--- src/core/amr_cfg.svh ---
`ifndef AMR_CFG_SVH
`define AMR_CFG_SVH
// Register byte addresses
`define AMR_ADDR_CTRL 8'h00
`define AMR_ADDR_VOL 8'h04
`define AMR_ADDR_STAT 8'h08
`define AMR_ADDR_ID 8'h0C
// Control fields
`define AMR_CTRL_INSEL_LSB 0
`define AMR_CTRL_MON_LSB 2
`define AMR_CTRL_FORCE_MC_BIT 4
`define AMR_CTRL_MC2ST_BIT 5
`define AMR_CTRL_PAIR_LSB 6
`define AMR_CTRL_RESET 32'h0000_0000
// Volume fields
`define AMR_VOL_COARSE_LSB 0
`define AMR_VOL_FINE_LSB 8
`define AMR_VOL_RESET 32'h0000_0000
// Refresh interval of the rate/format status
`define AMR_REFRESH_MS 500
`define AMR_CLK_KHZ 40000
`define AMR_REFRESH_CYC (`AMR_REFRESH_MS * `AMR_CLK_KHZ)
// Identity value, arbitrary
`define AMR_ID_VALUE 32'h0A0D_0001
`endif

--- src/core/amr_pkg.sv ---
`default_nettype none
package amr_pkg;
  // Monitor setting
  typedef enum logic [1:0] {
    AMR_MON_AUTO = 2'b00,
    AMR_MON_PLAY = 2'b01,
    AMR_MON_INPUT = 2'b10
  } amr_mon_t;
  // Input format as classified
  typedef enum logic [1:0] {
    AMR_FMT_NONE = 2'b00,
    AMR_FMT_STEREO = 2'b01,
    AMR_FMT_MULTI = 2'b10
  } amr_fmt_t;
  // One eight-channel frame; stereo uses slots 0 and 1
  typedef struct packed {
    logic multi;
    logic [7:0][23:0] ch;
  } amr_frame_t;
  // Receiver status from the input decoders
  typedef struct packed {
    logic locked;
    logic err;
    logic rate_ok;
    logic multi;
    logic [2:0] rate;
  } amr_rxstat_t;
endpackage
`default_nettype wire

--- src/core/amr_router.sv ---
// ====================================================================
// Overview of operation
// - Drive all three digital outputs identically in stereo output
// - Accept any source, ignore channel status
// - Analogue samples come from digital output
// - Error flag while input bad or absent
// - Report out-of-range and lock-lost status
// - Refresh rate and format every 0.5s
// - Classify stereo versus eight-channel input
// - Automatic: monitor input only while recording
// - Play-only: never route input out
// - Input mode: monitor whenever playback idle
// - Input selection follows immediately
// - Multichannel output: analogue plays selected pair
// - Coarse 6 dB steps plus fine attenuation
// - Force-multichannel makes eight-channel output unless multichannel-to-stereo set
// - Multichannel input channels 1,2 recorded
// - Stereo playback lands in tracks 1,2
// - Stereo input duplicated into four pairs
// - Multichannel-to-stereo forces stereo output
// - Pair select picks pair for stereo
// - Record and playback paths run independently
// - Multichannel output disables coax and balanced
`timescale 1ns/1ps
`default_nettype none
`include "amr_cfg.svh"

module amr_router #(
  parameter int unsigned REFRESH_CYC = `AMR_REFRESH_CYC
) (
  input wire logic aclk,
  input wire logic aresetn,
  input wire logic clk_en,
  // AXI4-Lite slave
  input wire logic [7:0] s_axi_awaddr,
  input wire logic s_axi_awvalid,
  output logic s_axi_awready,
  input wire logic [31:0] s_axi_wdata,
  input wire logic [3:0] s_axi_wstrb,
  input wire logic s_axi_wvalid,
  output logic s_axi_wready,
  output logic [1:0] s_axi_bresp,
  output logic s_axi_bvalid,
  input wire logic s_axi_bready,
  input wire logic [7:0] s_axi_araddr,
  input wire logic s_axi_arvalid,
  output logic s_axi_arready,
  output logic [31:0] s_axi_rdata,
  output logic [1:0] s_axi_rresp,
  output logic s_axi_rvalid,
  input wire logic s_axi_rready,
  // Transport state from the host side, same clock
  input wire logic rec_active,
  input wire logic play_active,
  // Receiver status of the four inputs, from decoder domain
  input wire amr_pkg::amr_rxstat_t [3:0] rx_stat,
  // Received frames of the four inputs, same clock
  input wire amr_pkg::amr_frame_t [3:0] rx_frame,
  input wire logic rx_frame_stb,
  // Host playback frame
  input wire amr_pkg::amr_frame_t play_frame,
  input wire logic play_frame_stb,
  // Outputs
  output amr_pkg::amr_frame_t tx_frame,
  output logic tx_frame_stb,
  output logic opt_out_en,
  output logic coax_out_en,
  output logic xlr_out_en,
  output logic [1:0][23:0] rec_sample,
  output logic rec_stb,
  output logic [1:0][23:0] dac_sample,
  output logic dac_stb,
  output logic err_led
);

  // ==================================================================
  // Registers and signals
  logic [31:0] ctrl_q; // Control register
  logic [31:0] vol_q; // Volume register
  logic [1:0] insel_q; // Applied input select
  amr_pkg::amr_mon_t mon_q; // Applied monitor setting
  logic force_mc_q; // Applied force-multichannel
  logic mc2st_q; // Applied multichannel-to-stereo
  logic [1:0] pair_q; // Applied pair select
  amr_pkg::amr_rxstat_t [3:0] sync1_q; // First synchroniser stage
  amr_pkg::amr_rxstat_t [3:0] sync2_q; // Second synchroniser stage
  amr_pkg::amr_rxstat_t cur_stat; // Status of active input
  logic [31:0] ref_cnt_q; // Refresh counter
  logic [2:0] rep_rate_q; // Reported rate
  amr_pkg::amr_fmt_t rep_fmt_q; // Reported format
  logic rep_nolock_q; // Reported lock lost
  logic rep_oor_q; // Reported out of range
  logic route_in; // Input goes to outputs
  logic out_multi; // Output in eight-channel format
  logic frame_stb; // Frame strobe of the selected source
  amr_pkg::amr_frame_t src_frame; // Chosen source frame
  amr_pkg::amr_frame_t out_d; // Formatted output frame
  logic [1:0][23:0] pair_smp; // Pair for the analogue path
  logic [1:0][23:0] att_smp; // Attenuated pair
  logic aw_hold_q; // Write address taken
  logic w_hold_q; // Write data taken
  logic [7:0] awaddr_q; // Latched write address
  logic [31:0] wdata_q; // Latched write data
  logic [3:0] wstrb_q; // Latched strobes

  // ==================================================================
  // AXI4-Lite write channel
  assign s_axi_awready = !aw_hold_q && !s_axi_bvalid;
  assign s_axi_wready = !w_hold_q && !s_axi_bvalid;
  assign s_axi_bresp = 2'h0;

  // Address and data capture, either order, response after both
  always_ff @(posedge aclk) begin
    if (!aresetn) begin
      aw_hold_q <= 1'b0;
      w_hold_q <= 1'b0;
      awaddr_q <= 8'h00;
      wdata_q <= 32'h0000_0000;
      wstrb_q <= 4'h0;
      s_axi_bvalid <= 1'b0;
    end else if (clk_en) begin
      if (s_axi_awvalid && s_axi_awready) begin
        aw_hold_q <= 1'b1;
        awaddr_q <= s_axi_awaddr;
      end
      if (s_axi_wvalid && s_axi_wready) begin
        w_hold_q <= 1'b1;
        wdata_q <= s_axi_wdata;
        wstrb_q <= s_axi_wstrb;
      end
      if (aw_hold_q && w_hold_q) begin
        // Both halves present: commit and answer
        aw_hold_q <= 1'b0;
        w_hold_q <= 1'b0;
        s_axi_bvalid <= 1'b1;
      end else if (s_axi_bvalid && s_axi_bready) begin
        s_axi_bvalid <= 1'b0;
      end
    end
  end

  // Register writes with byte strobes
  always_ff @(posedge aclk) begin
    if (!aresetn) begin
      ctrl_q <= `AMR_CTRL_RESET;
      vol_q <= `AMR_VOL_RESET;
    end else if (clk_en && aw_hold_q && w_hold_q) begin
      for (int b = 0; b < 4; b++) begin
        if (wstrb_q[b]) begin
          if (awaddr_q[7:2] == 6'(`AMR_ADDR_CTRL >> 2)) begin
            ctrl_q[b*8 +: 8] <= wdata_q[b*8 +: 8];
          end
          if (awaddr_q[7:2] == 6'(`AMR_ADDR_VOL >> 2)) begin
            vol_q[b*8 +: 8] <= wdata_q[b*8 +: 8];
          end
        end
      end
    end
  end

  // ==================================================================
  // AXI4-Lite read channel
  assign s_axi_arready = !s_axi_rvalid;
  assign s_axi_rresp = 2'h0;

  // Read data, unmapped addresses return zero
  always_ff @(posedge aclk) begin
    if (!aresetn) begin
      s_axi_rvalid <= 1'b0;
      s_axi_rdata <= 32'h0000_0000;
    end else if (clk_en) begin
      if (s_axi_arvalid && s_axi_arready) begin
        s_axi_rvalid <= 1'b1;
        case (s_axi_araddr[7:2])
          6'(`AMR_ADDR_CTRL >> 2): s_axi_rdata <= ctrl_q;
          6'(`AMR_ADDR_VOL >> 2): s_axi_rdata <= vol_q;
          6'(`AMR_ADDR_STAT >> 2): begin
            // Status snapshot
            s_axi_rdata <= {24'h00_0000, err_led, rep_oor_q, rep_nolock_q,
              rep_fmt_q, rep_rate_q};
          end
          6'(`AMR_ADDR_ID >> 2): s_axi_rdata <= `AMR_ID_VALUE;
          default: s_axi_rdata <= 32'h0000_0000;
        endcase
      end else if (s_axi_rvalid && s_axi_rready) begin
        s_axi_rvalid <= 1'b0;
      end
    end
  end

  // ==================================================================
  // Input status
  // Two-stage synchroniser for the decoder status
  always_ff @(posedge aclk) begin
    if (!aresetn) begin
      sync1_q <= '0;
      sync2_q <= '0;
    end else if (clk_en) begin
      sync1_q <= rx_stat;
      sync2_q <= sync1_q;
    end
  end

  // Input choice acts directly on status
  assign cur_stat = sync2_q[insel_q];
  // Error lamp follows the active input at once
  assign err_led = !cur_stat.locked || cur_stat.err;

  // Periodic status refresh
  always_ff @(posedge aclk) begin
    if (!aresetn) begin
      ref_cnt_q <= 32'h0000_0000;
      rep_rate_q <= 3'h0;
      rep_fmt_q <= amr_pkg::AMR_FMT_NONE;
      rep_nolock_q <= 1'b1;
      rep_oor_q <= 1'b0;
    end else if (clk_en) begin
      if (ref_cnt_q >= REFRESH_CYC - 1) begin
        ref_cnt_q <= 32'h0000_0000;
        rep_rate_q <= cur_stat.rate;
        rep_nolock_q <= !cur_stat.locked || cur_stat.err;
        rep_oor_q <= cur_stat.locked && !cur_stat.rate_ok;
        if (!cur_stat.locked || cur_stat.err) begin
          rep_fmt_q <= amr_pkg::AMR_FMT_NONE;
        end else if (cur_stat.multi) begin
          rep_fmt_q <= amr_pkg::AMR_FMT_MULTI;
        end else begin
          rep_fmt_q <= amr_pkg::AMR_FMT_STEREO;
        end
      end else begin
        ref_cnt_q <= ref_cnt_q + 32'h0000_0001;
      end
    end
  end

  // ==================================================================
  // Routing
  // Settings latched each cycle, except while tx_frame_stb is high without a new frame strobe
  always_ff @(posedge aclk) begin
    if (!aresetn) begin
      insel_q <= 2'h0;
      mon_q <= amr_pkg::AMR_MON_AUTO;
      force_mc_q <= 1'b0;
      mc2st_q <= 1'b0;
      pair_q <= 2'h0;
    end else if (clk_en && (frame_stb || !tx_frame_stb)) begin
      insel_q <= ctrl_q[`AMR_CTRL_INSEL_LSB +: 2];
      case (ctrl_q[`AMR_CTRL_MON_LSB +: 2])
        2'h1: mon_q <= amr_pkg::AMR_MON_PLAY;
        2'h2: mon_q <= amr_pkg::AMR_MON_INPUT;
        default: mon_q <= amr_pkg::AMR_MON_AUTO;
      endcase
      force_mc_q <= ctrl_q[`AMR_CTRL_FORCE_MC_BIT];
      mc2st_q <= ctrl_q[`AMR_CTRL_MC2ST_BIT];
      pair_q <= ctrl_q[`AMR_CTRL_PAIR_LSB +: 2];
    end
  end

  // Monitor decision
  always_comb begin
    case (mon_q)
      amr_pkg::AMR_MON_AUTO: route_in = rec_active;
      amr_pkg::AMR_MON_PLAY: route_in = 1'b0;
      amr_pkg::AMR_MON_INPUT: route_in = !play_active;
      default: route_in = 1'b0;
    endcase
  end

  // Source and its frame strobe
  assign src_frame = route_in ? rx_frame[insel_q] : play_frame;
  assign frame_stb = route_in ? rx_frame_stb : play_frame_stb;

  // Output format: stereo wins when conversion asked
  assign out_multi = !mc2st_q && (force_mc_q || src_frame.multi);

  // Output frame formatting; channel status never copied
  always_comb begin
    out_d = '0;
    out_d.multi = out_multi;
    if (mc2st_q && src_frame.multi) begin
      // Selected pair to stereo
      out_d.ch[0] = src_frame.ch[{pair_q, 1'b0}];
      out_d.ch[1] = src_frame.ch[{pair_q, 1'b1}];
    end else if (out_multi && !src_frame.multi) begin
      if (route_in) begin
        // Stereo input copied into every pair
        for (int p = 0; p < 4; p++) begin
          out_d.ch[2*p] = src_frame.ch[0];
          out_d.ch[2*p+1] = src_frame.ch[1];
        end
      end else begin
        // Stereo playback on tracks one and two
        out_d.ch[0] = src_frame.ch[0];
        out_d.ch[1] = src_frame.ch[1];
      end
    end else begin
      out_d.ch = src_frame.ch;
    end
  end

  // Registered output frame, one copy for all connectors
  always_ff @(posedge aclk) begin
    if (!aresetn) begin
      tx_frame <= '0;
      tx_frame_stb <= 1'b0;
    end else if (clk_en) begin
      tx_frame_stb <= frame_stb;
      if (frame_stb) begin
        tx_frame <= out_d;
      end
    end
  end

  // Connector enables; coax and balanced off in multichannel
  assign opt_out_en = 1'b1;
  assign coax_out_en = !tx_frame.multi;
  assign xlr_out_en = !tx_frame.multi;

  // ==================================================================
  // Record path, independent of playback
  always_ff @(posedge aclk) begin
    if (!aresetn) begin
      rec_sample <= '0;
      rec_stb <= 1'b0;
    end else if (clk_en) begin
      rec_stb <= rx_frame_stb;
      if (rx_frame_stb) begin
        // Channels 1 and 2 become left and right
        rec_sample[0] <= rx_frame[insel_q].ch[0];
        rec_sample[1] <= rx_frame[insel_q].ch[1];
      end
    end
  end

  // ==================================================================
  // Analogue path taken from the digital output
  always_comb begin
    if (tx_frame.multi) begin
      pair_smp[0] = tx_frame.ch[{pair_q, 1'b0}];
      pair_smp[1] = tx_frame.ch[{pair_q, 1'b1}];
    end else begin
      pair_smp[0] = tx_frame.ch[0];
      pair_smp[1] = tx_frame.ch[1];
    end
  end

  // Coarse shift by 6 dB steps, then fine scale
  always_comb begin
    logic signed [23:0] s;
    logic signed [32:0] m;
    s = '0;
    m = '0;
    for (int c = 0; c < 2; c++) begin
      s = $signed(pair_smp[c]) >>> vol_q[`AMR_VOL_COARSE_LSB +: 2];
      m = s * $signed({1'b0, 8'hFF - vol_q[`AMR_VOL_FINE_LSB +: 8]});
      att_smp[c] = m[31:8];
    end
  end

  // Registered DAC samples
  always_ff @(posedge aclk) begin
    if (!aresetn) begin
      dac_sample <= '0;
      dac_stb <= 1'b0;
    end else if (clk_en) begin
      dac_stb <= tx_frame_stb;
      if (tx_frame_stb) begin
        dac_sample <= att_smp;
      end
    end
  end

endmodule // amr_router
`default_nettype wire

--- config.mk ---
export PLATFORM = sky130hd
export DESIGN_NAME = amr_router
export DESIGN_NICKNAME = d
export VERILOG_FILES = /design/src/core/amr_pkg.sv /design/src/core/amr_router.sv
export VERILOG_INCLUDE_DIRS = /design/src /design/src/core
export SDC_FILE = /design/constraint.sdc
export NUM_CORES = 2
export LEC_CHECK = 0
export BUFFER_PORTS_ARGS = -buffer_cell sky130_fd_sc_hd__buf_2
export CORE_AREA = 3 3 536 538
export CTS_BUF_LIST = sky130_fd_sc_hd__clkbuf_16
export CTS_CLUSTER_DIAMETER = 80
export DETAILED_ROUTE_END_ITERATION = 6
export DIE_AREA = 0 0 539 541
export MAX_ROUTING_LAYER = met4
export PLACE_DENSITY = 0.34
export SLEW_MARGIN = 20
export SYNTH_ARGS = -nofsm -noshare
export SYNTH_HDL_FRONTEND = slang
export SYNTH_SLANG_ARGS = --single-unit
--- constraint.sdc ---
create_clock -name aclk -period 15.5 [get_ports aclk]
set_clock_uncertainty 0.2 [all_clocks]
set_input_delay 0 -clock aclk [delete_from_list [all_inputs] [get_ports aclk]]
set_output_delay 0 -clock aclk [all_outputs]
set_load 0.01 [all_outputs]
# After elaboration in Yosys (flattened, before gate mapping)
# Index checks and enable logic that the tools add are counted.
dict set report word_totals {
  mem_count 0
  input_bits 1057
  mem_bits_ro 0
  output_inout_bits 337
  regBits 539
  latch_bits 0
  mem_bits_rw 0
}
dict set report classes {
  n_reduce_logical 55
  bitwise_logic 0
  shift 2
  n_lt_le_gt_ge 4
  n_addsub 2
  div 0
  mul 2
  n_eq_ne 7
  mux 33
}
# op count
set op_table {}
lappend op_table {{193-bit binary-select mux with 2-bit select} 1}
lappend op_table {{193-bit two-way mux} 2}
lappend op_table {{144-bit two-way mux} 2}
lappend op_table {{24-bit binary-select mux with 2-bit select} 4}
lappend op_table {{192-bit two-way mux} 1}
lappend op_table {{32-bit case mux with 4 select lines} 1}
lappend op_table {{24-bit two-way mux} 4}
lappend op_table {{48-bit two-way mux} 2}
lappend op_table {{24-bit by 9-bit multiplier with 32-bit output} 2}
lappend op_table {{24-bit by 2-bit >>> shifter with 24-bit output} 2}
lappend op_table {{32-bit by 1-bit adder with 32-bit output, second input constant} 1}
lappend op_table {{32-bit by 25-bit >= comparator with 1-bit output, second input constant} 1}
lappend op_table {{32-bit two-way mux} 1}
lappend op_table {{3-bit AND reduction} 8}
lappend op_table {{2-bit AND reduction} 11}
lappend op_table {{1-bit logical AND} 15}
lappend op_table {{7-bit binary-select mux with 2-bit select} 1}
lappend op_table {{6-bit by 1-bit == test with 1-bit output, second input constant} 2}
lappend op_table {{6-bit by 2-bit == test with 1-bit output, second input constant} 2}
lappend op_table {{6-bit zero test} 2}
lappend op_table {{1-bit zero test} 11}
lappend op_table {{1-bit two-way mux} 9}
lappend op_table {{3-bit by 4-bit < comparator with 1-bit output, second input constant} 2}
lappend op_table {{2-bit nonzero test} 4}
lappend op_table {{10 further kinds} 14}

# Depth between registers and ports, before layout
dict set report depth {
  depth_word 8
  mapped_depth 31
}

# Worst setup path after synthesis
# OpenSTA, ideal clock, no wires.
dict set report synth_timing {
  path_type {reg2reg}
  startpoint {register pair_q[1]}
  endpoint {register dac_sample[23] (netlist name)}
  period_less_slack_ns 6.721
  setup_slack_ns 8.779
  stages_incl_launch_ff 29
  path_buffers 4
  arrival_time_ns 6.389
  setup_ns 0.132
  path_cell_list {dfxtp_1 > buf_6 > buf_4 > buf_2 > buf_4 > mux2_2 > a22o_1 > a22oi_1 > mux2i_1 > a21oi_1 > or2_2 > fa_1 > inv_1 > fa_1 > fa_1 > inv_1 > fa_1 > inv_1 > ha_1 > and4_1 > a21oi_1 > a21o_1 > a31oi_1 > a221oi_1 > o21ai_4 > a41oi_4 > o221ai_2 > xnor2_1 > a21oi_1}
}
dict set report synth_via {
  elab_chain_cells 5
}
# element line_no
set synth_lines {}
lappend synth_lines {{start, declared} amr_router.sv:84} ;# logic [1:0] pair_q;
lappend synth_lines {{start signal, assigned} amr_router.sv:255} ;# pair_q <= ctrl_q[`AMR_CTRL_PAIR_LSB +: 2];
lappend synth_lines {{24-bit binary-select mux with 2-bit select} amr_router.sv:339} ;# pair_smp[0] = tx_frame.ch[{pair_q, 1'b0}];
lappend synth_lines {{24-bit two-way mux (implied by the code)} amr_router.sv:339}
lappend synth_lines {{48-bit two-way mux} amr_router.sv:338} ;# if (tx_frame.multi) begin
lappend synth_lines {{24-bit by 2-bit >>> shifter with 24-bit output} amr_router.sv:354} ;# s = $signed(pair_smp[c]) >>> vol_q[`AMR_VOL_COARSE_LSB +: 2];
lappend synth_lines {{24-bit by 9-bit multiplier with 32-bit output} amr_router.sv:355} ;# m = s * $signed({1'b0, 8'hFF - vol_q[`AMR_VOL_FINE_LSB +: 8]});
lappend synth_lines {{end signal, assigned} amr_router.sv:368} ;# dac_sample <= att_smp;
lappend synth_lines {{end, declared} amr_router.sv:71} ;# output logic [1:0][23:0] dac_sample,
# No other way between the ends. The select of a mux whose other input is x is not followed.
# A chain may end at the register's enable or synchronous reset.

# Worst setup path in the final report
dict set report layout_timing {
  startpoint {register pair_q[1]}
  endpoint {register dac_sample[45] (netlist name)}
}
dict set report layout_via {
  elab_chain_cells 5
}
# element line_no
set layout_lines {}
lappend layout_lines {{24-bit binary-select mux with 2-bit select} amr_router.sv:340} ;# pair_smp[1] = tx_frame.ch[{pair_q, 1'b1}];
lappend layout_lines {{24-bit two-way mux (implied by the code)} amr_router.sv:340}
lappend layout_lines {{48-bit two-way mux} amr_router.sv:338}
lappend layout_lines {{24-bit by 2-bit >>> shifter with 24-bit output} amr_router.sv:354}
lappend layout_lines {{24-bit by 9-bit multiplier with 32-bit output} amr_router.sv:355}
# No other way between the ends. The select of a mux whose other input is x is not followed.

==> impl_metrics.yaml <==
critical_path:
  crit_required_ns: 15.84
  cp-startpoint: "pair_q[1]"
  worstSetupPathType: "reg -> reg"
  critPathTopFamily: "compound AO/OA/AOI/OAI gates"
  crit_cells: 26
  regToRegSetupSlack_ns: 5.98
  cp.arrival_ns: 9.85
  max_stage_delay_ns: 0.75
  endpoint_kind: "flop"
  crit_path_frequent_cell: "fa_1"
  worstSetupEndpoint: "dac_sample[45]"
  reg2reg_from: "pair_q[1]"
  cp-start-kind: "flop"
  worstReg2RegEnd: "dac_sample[45]"
  r2r_cells: 26
  cp_num_buf_inv: 6
  cpMaxStageDelayCell: "a21oi_1"
  crit_fanout: 38
timing:
  clock.fmax_ghz: 0.1051
  max_slew.worst_pin.slew_ns: 1.236
  relSlewSlack_pct: 17.57
  setup_violations: 0
  hold_viol: 0
  fin_setup_tns_ns: 0
  slew_viol_final: 0
  post-route-period-util_pct: 61.41
  final.setup.worst_slack_ns: 5.982
  rsz0062_at_grt: "false"
  min_period_ns: 9.518
synth:
  yosysUniqueCellTypes: 84
  syn_area_mm2: 0.04330
  yosys.area.top_type_share_pct: 24.83
  yosys.area.top_type: "dfxtp_1"
  synth_cells: 5000
  avgSynthCellArea_um2: 8.659
  yosys_warnings: 0
  yosysSeqAreaShare_pct: 24.83
  ys_seq_elements: 537
  yosys_most_used_dff: "dfxtp_1"
  synthArstFlopShare_pct: 0
  synth_edf_count: 0
  synth_area_leaders: "dfxtp_1, fa_1, mux4_2, mux2i_1, a21oi_1"
global_routing:
  grt_usage_pct: 26.06
  grt_overflow: 0
  grt_first_pass_wirelength_um: 489500
  grt_use_met3_pct: 6.402
  grt_use_met2_pct: 41.70
  grt_pass1_vias: 48400
  antenna_found_initial: 341
  gr-max-usage-layer: "met2"
  met1_usage_pct: 30.68
  grt_max_degree: 114
run:
  cap_viol_max_count: 0
clocking:
  clockRootBuffer: "clkbuf_16"
  cts_setup_buffers: 0
  htree_num_levels: 3
  insertion_delay_ns: 0.78
  cts_tree: "yes"
  clkSinkCount: 537
  cts_buffers: 84
  post_cts.resized_instances: 0
  cts_hold_buf: 725
  path_clk_slew_ns: 0.06
  cts_buffer_depth: 3
pwr:
  finalPower_mw: 6.434
  peakVddDrop_v: 0.00008431
  power_density_mw_per_mm2: 99.00
  p_leak_nw: 28.58
routing:
  drt_wl_total_um: 382700
  drc: 0
  post_drt_wl_per_cell_um: 34.72
  viasPerCell: 4.403
  first_pass_iters: 7
  first_iter_violations: 3520
  antenna_left: 0
  num_vias: 48530
run_status:
  outcome: "complete, no violations"
final_layout:
  drive_gt1_share_pct: 29.46
  final_area_mm2: 0.06499
  layout.nets: 8385
  area_growth_pct: 50.11
  fin_util_pct: 23.00
placed_design:
  portBuffers: 1384
  dp_slack_ns: 5.776
  dp_hpwl_um: 323900
  place_area_mm2: 0.05420
  gp_congestion: 0.9978
floorplan:
  io_pins: 1394
  core_area_mm2: 0.2825
  start_util_pct: 15.32
  num_rows: 195
  fp.dieH_um: 541
  die_area_mm2: 0.2916
  die_w_um: 539
min_path:
  hp-class: "in -> reg"
==> routing by layer <==
| layer | wire length (µm) | part of all wire [%] |
|---|---|---|
| met5 | 0 | 0 |
| met4 | 21410 | 5.6 |
| met3 | 25110 | 6.6 |
| met2 | 178100 | 47 |
| met1 | 158100 | 41 |
==> flip-flops by register name, indices dropped and copies added, names as in the netlist, 3 cells and up <==
name and count:
s_axi_rdata 32, ctrl_q 32, rep_rate_q 3, sync2_q 28, wstrb_q 4, ref_cnt_q 32, awaddr_q 6, dac_sample 48
sync1_q 28, wdata_q 32, vol_q 32, tx_frame 193, rec_sample 48
==> power by group <==
group          leakage, nW  switching [mW]  internal, mW
sequential            4.38          0.0662          1.45
clock                 1.38           0.843          1.09
combinational         22.8            1.78          1.20
==> cell usage after synthesis, drive strengths merged (3+ instances only) <==
master,n
and3,11
o21bai,52
o32ai,5
nor4,5
a2111oi,3
nor2,611
mux2i,282
a311oi,9
o221ai,53
mux4,204
nand3,34
a21oi,529
inv,394
ha,119
nand4,13
o21ai,174
o211ai,4
nor3,26
or2,172
nand2,604
buf,90
o211a,9
fa,294
o31ai,5
a211o,4
a31oi,9
a22o,25
nor4b,3
and2,65
clkbuf,277
or3,4
o21a,6
xnor2,55
a22oi,92
mux2,38
nor2b,26
dfxtp,537
o22ai,15
a21o,23
nand4b,7
a211oi,22
xor2,27
nand2b,39
==> cell type report <==
| type | count | area, µm² |
|---|---|---|
| repair buffers | 2193 | 14840 |
| clock buffers | 84 | 2102 |
| multi-input cells | 3704 | 29690 |
| flip-flops and latches | 537 | 10770 |
| inverters | 395 | 1490 |
| well taps | 3743 | 4683 |
| clock inverters | 65 | 646.9 |
| fillers | 31710 | 217500 |
| diodes | 303 | 758.2 |
==> through the flow <==
stage / hold WS (ns) / instances
after floorplan: -0.06403 / 5003
after global placement: 0.03713 / 9846
after detailed placement: 0.04332 / 9846
after CTS: 0.003223 / 10720
after global routing: 0.04629 / 10970
final: 0.01672 / 11020
==> how the worst min path moves through the flow <==
stage	from	end	slack (ns)	depth (start not counted)
finish	play_frame[6]	tx_frame[6]	0.02	5
global route	play_frame[164]	tx_frame[164]	0.05	5
CTS	rx_frame[329]	tx_frame[136]	0.003	6
detailed placement	rx_stat[12]	sync1_q[12]	0.04	3
global placement	rx_stat[11]	sync1_q[11]	0.04	3
floorplan	s_axi_wdata[0]	wdata_q[0]	-0.06	2
==> cells by family (layout without fill, tap and decap cells) <==
group | count (synthesis) | count (layout) | share of synthesized area, %
other | 2 | 308 | 0.01735
xor gates and xnor gates | 82 | 82 | 1.659
muxes | 524 | 524 | 18.13
and+or+nand+nor | 1630 | 1630 | 16.50
adders and majority gates | 413 | 413 | 17.03
DFF | 537 | 537 | 24.83
AOI/OAI and AO/OA | 1050 | 1050 | 14.94
buffers and inverters | 762 | 2737 | 6.901
==> cell usage in the layout (no fill, tap or decap), drive strengths merged, types with 13 or more instances in the layout <==
cell type | netlist | final
a211oi | 22 | 22
a21o | 23 | 23
a21oi | 529 | 529
a22o | 25 | 25
a22oi | 92 | 92
and2 | 65 | 65
buf | 90 | 1467
clkbuf | 277 | 84
clkinv | 1 | 29
dfxtp | 537 | 537
diode | 0 | 303
dlygate4sd3 | 0 | 726
fa | 294 | 294
ha | 119 | 119
inv | 394 | 420
mux2 | 38 | 38
mux2i | 282 | 282
mux4 | 204 | 204
nand2 | 604 | 604
nand2b | 39 | 39
nand3 | 34 | 34
nand4 | 13 | 13
nor2 | 611 | 611
nor2b | 26 | 26
nor3 | 26 | 26
o21ai | 174 | 174
o21bai | 52 | 52
o221ai | 53 | 53
o22ai | 15 | 15
or2 | 172 | 172
xnor2 | 55 | 55
xor2 | 27 | 27
==> worst reg2reg max path: cells and delay by family, from the launching register on <==
| kind | cells | cell delay, ns |
|---|---|---|
| flip-flops | 1 | 0.51 |
| multiplexers | 2 | 0.69 |
| XOR/XNOR | 1 | 0.42 |
| AND/OR/NAND/NOR | 3 | 0.46 |
| AO/OA/AOI/OAI | 9 | 2.91 |
| adder cells (fa/ha/maj) | 5 | 2.22 |
| buffers and inverters | 6 | 1.95 |
No activity file was read; power rests on OpenSTA's default activity.
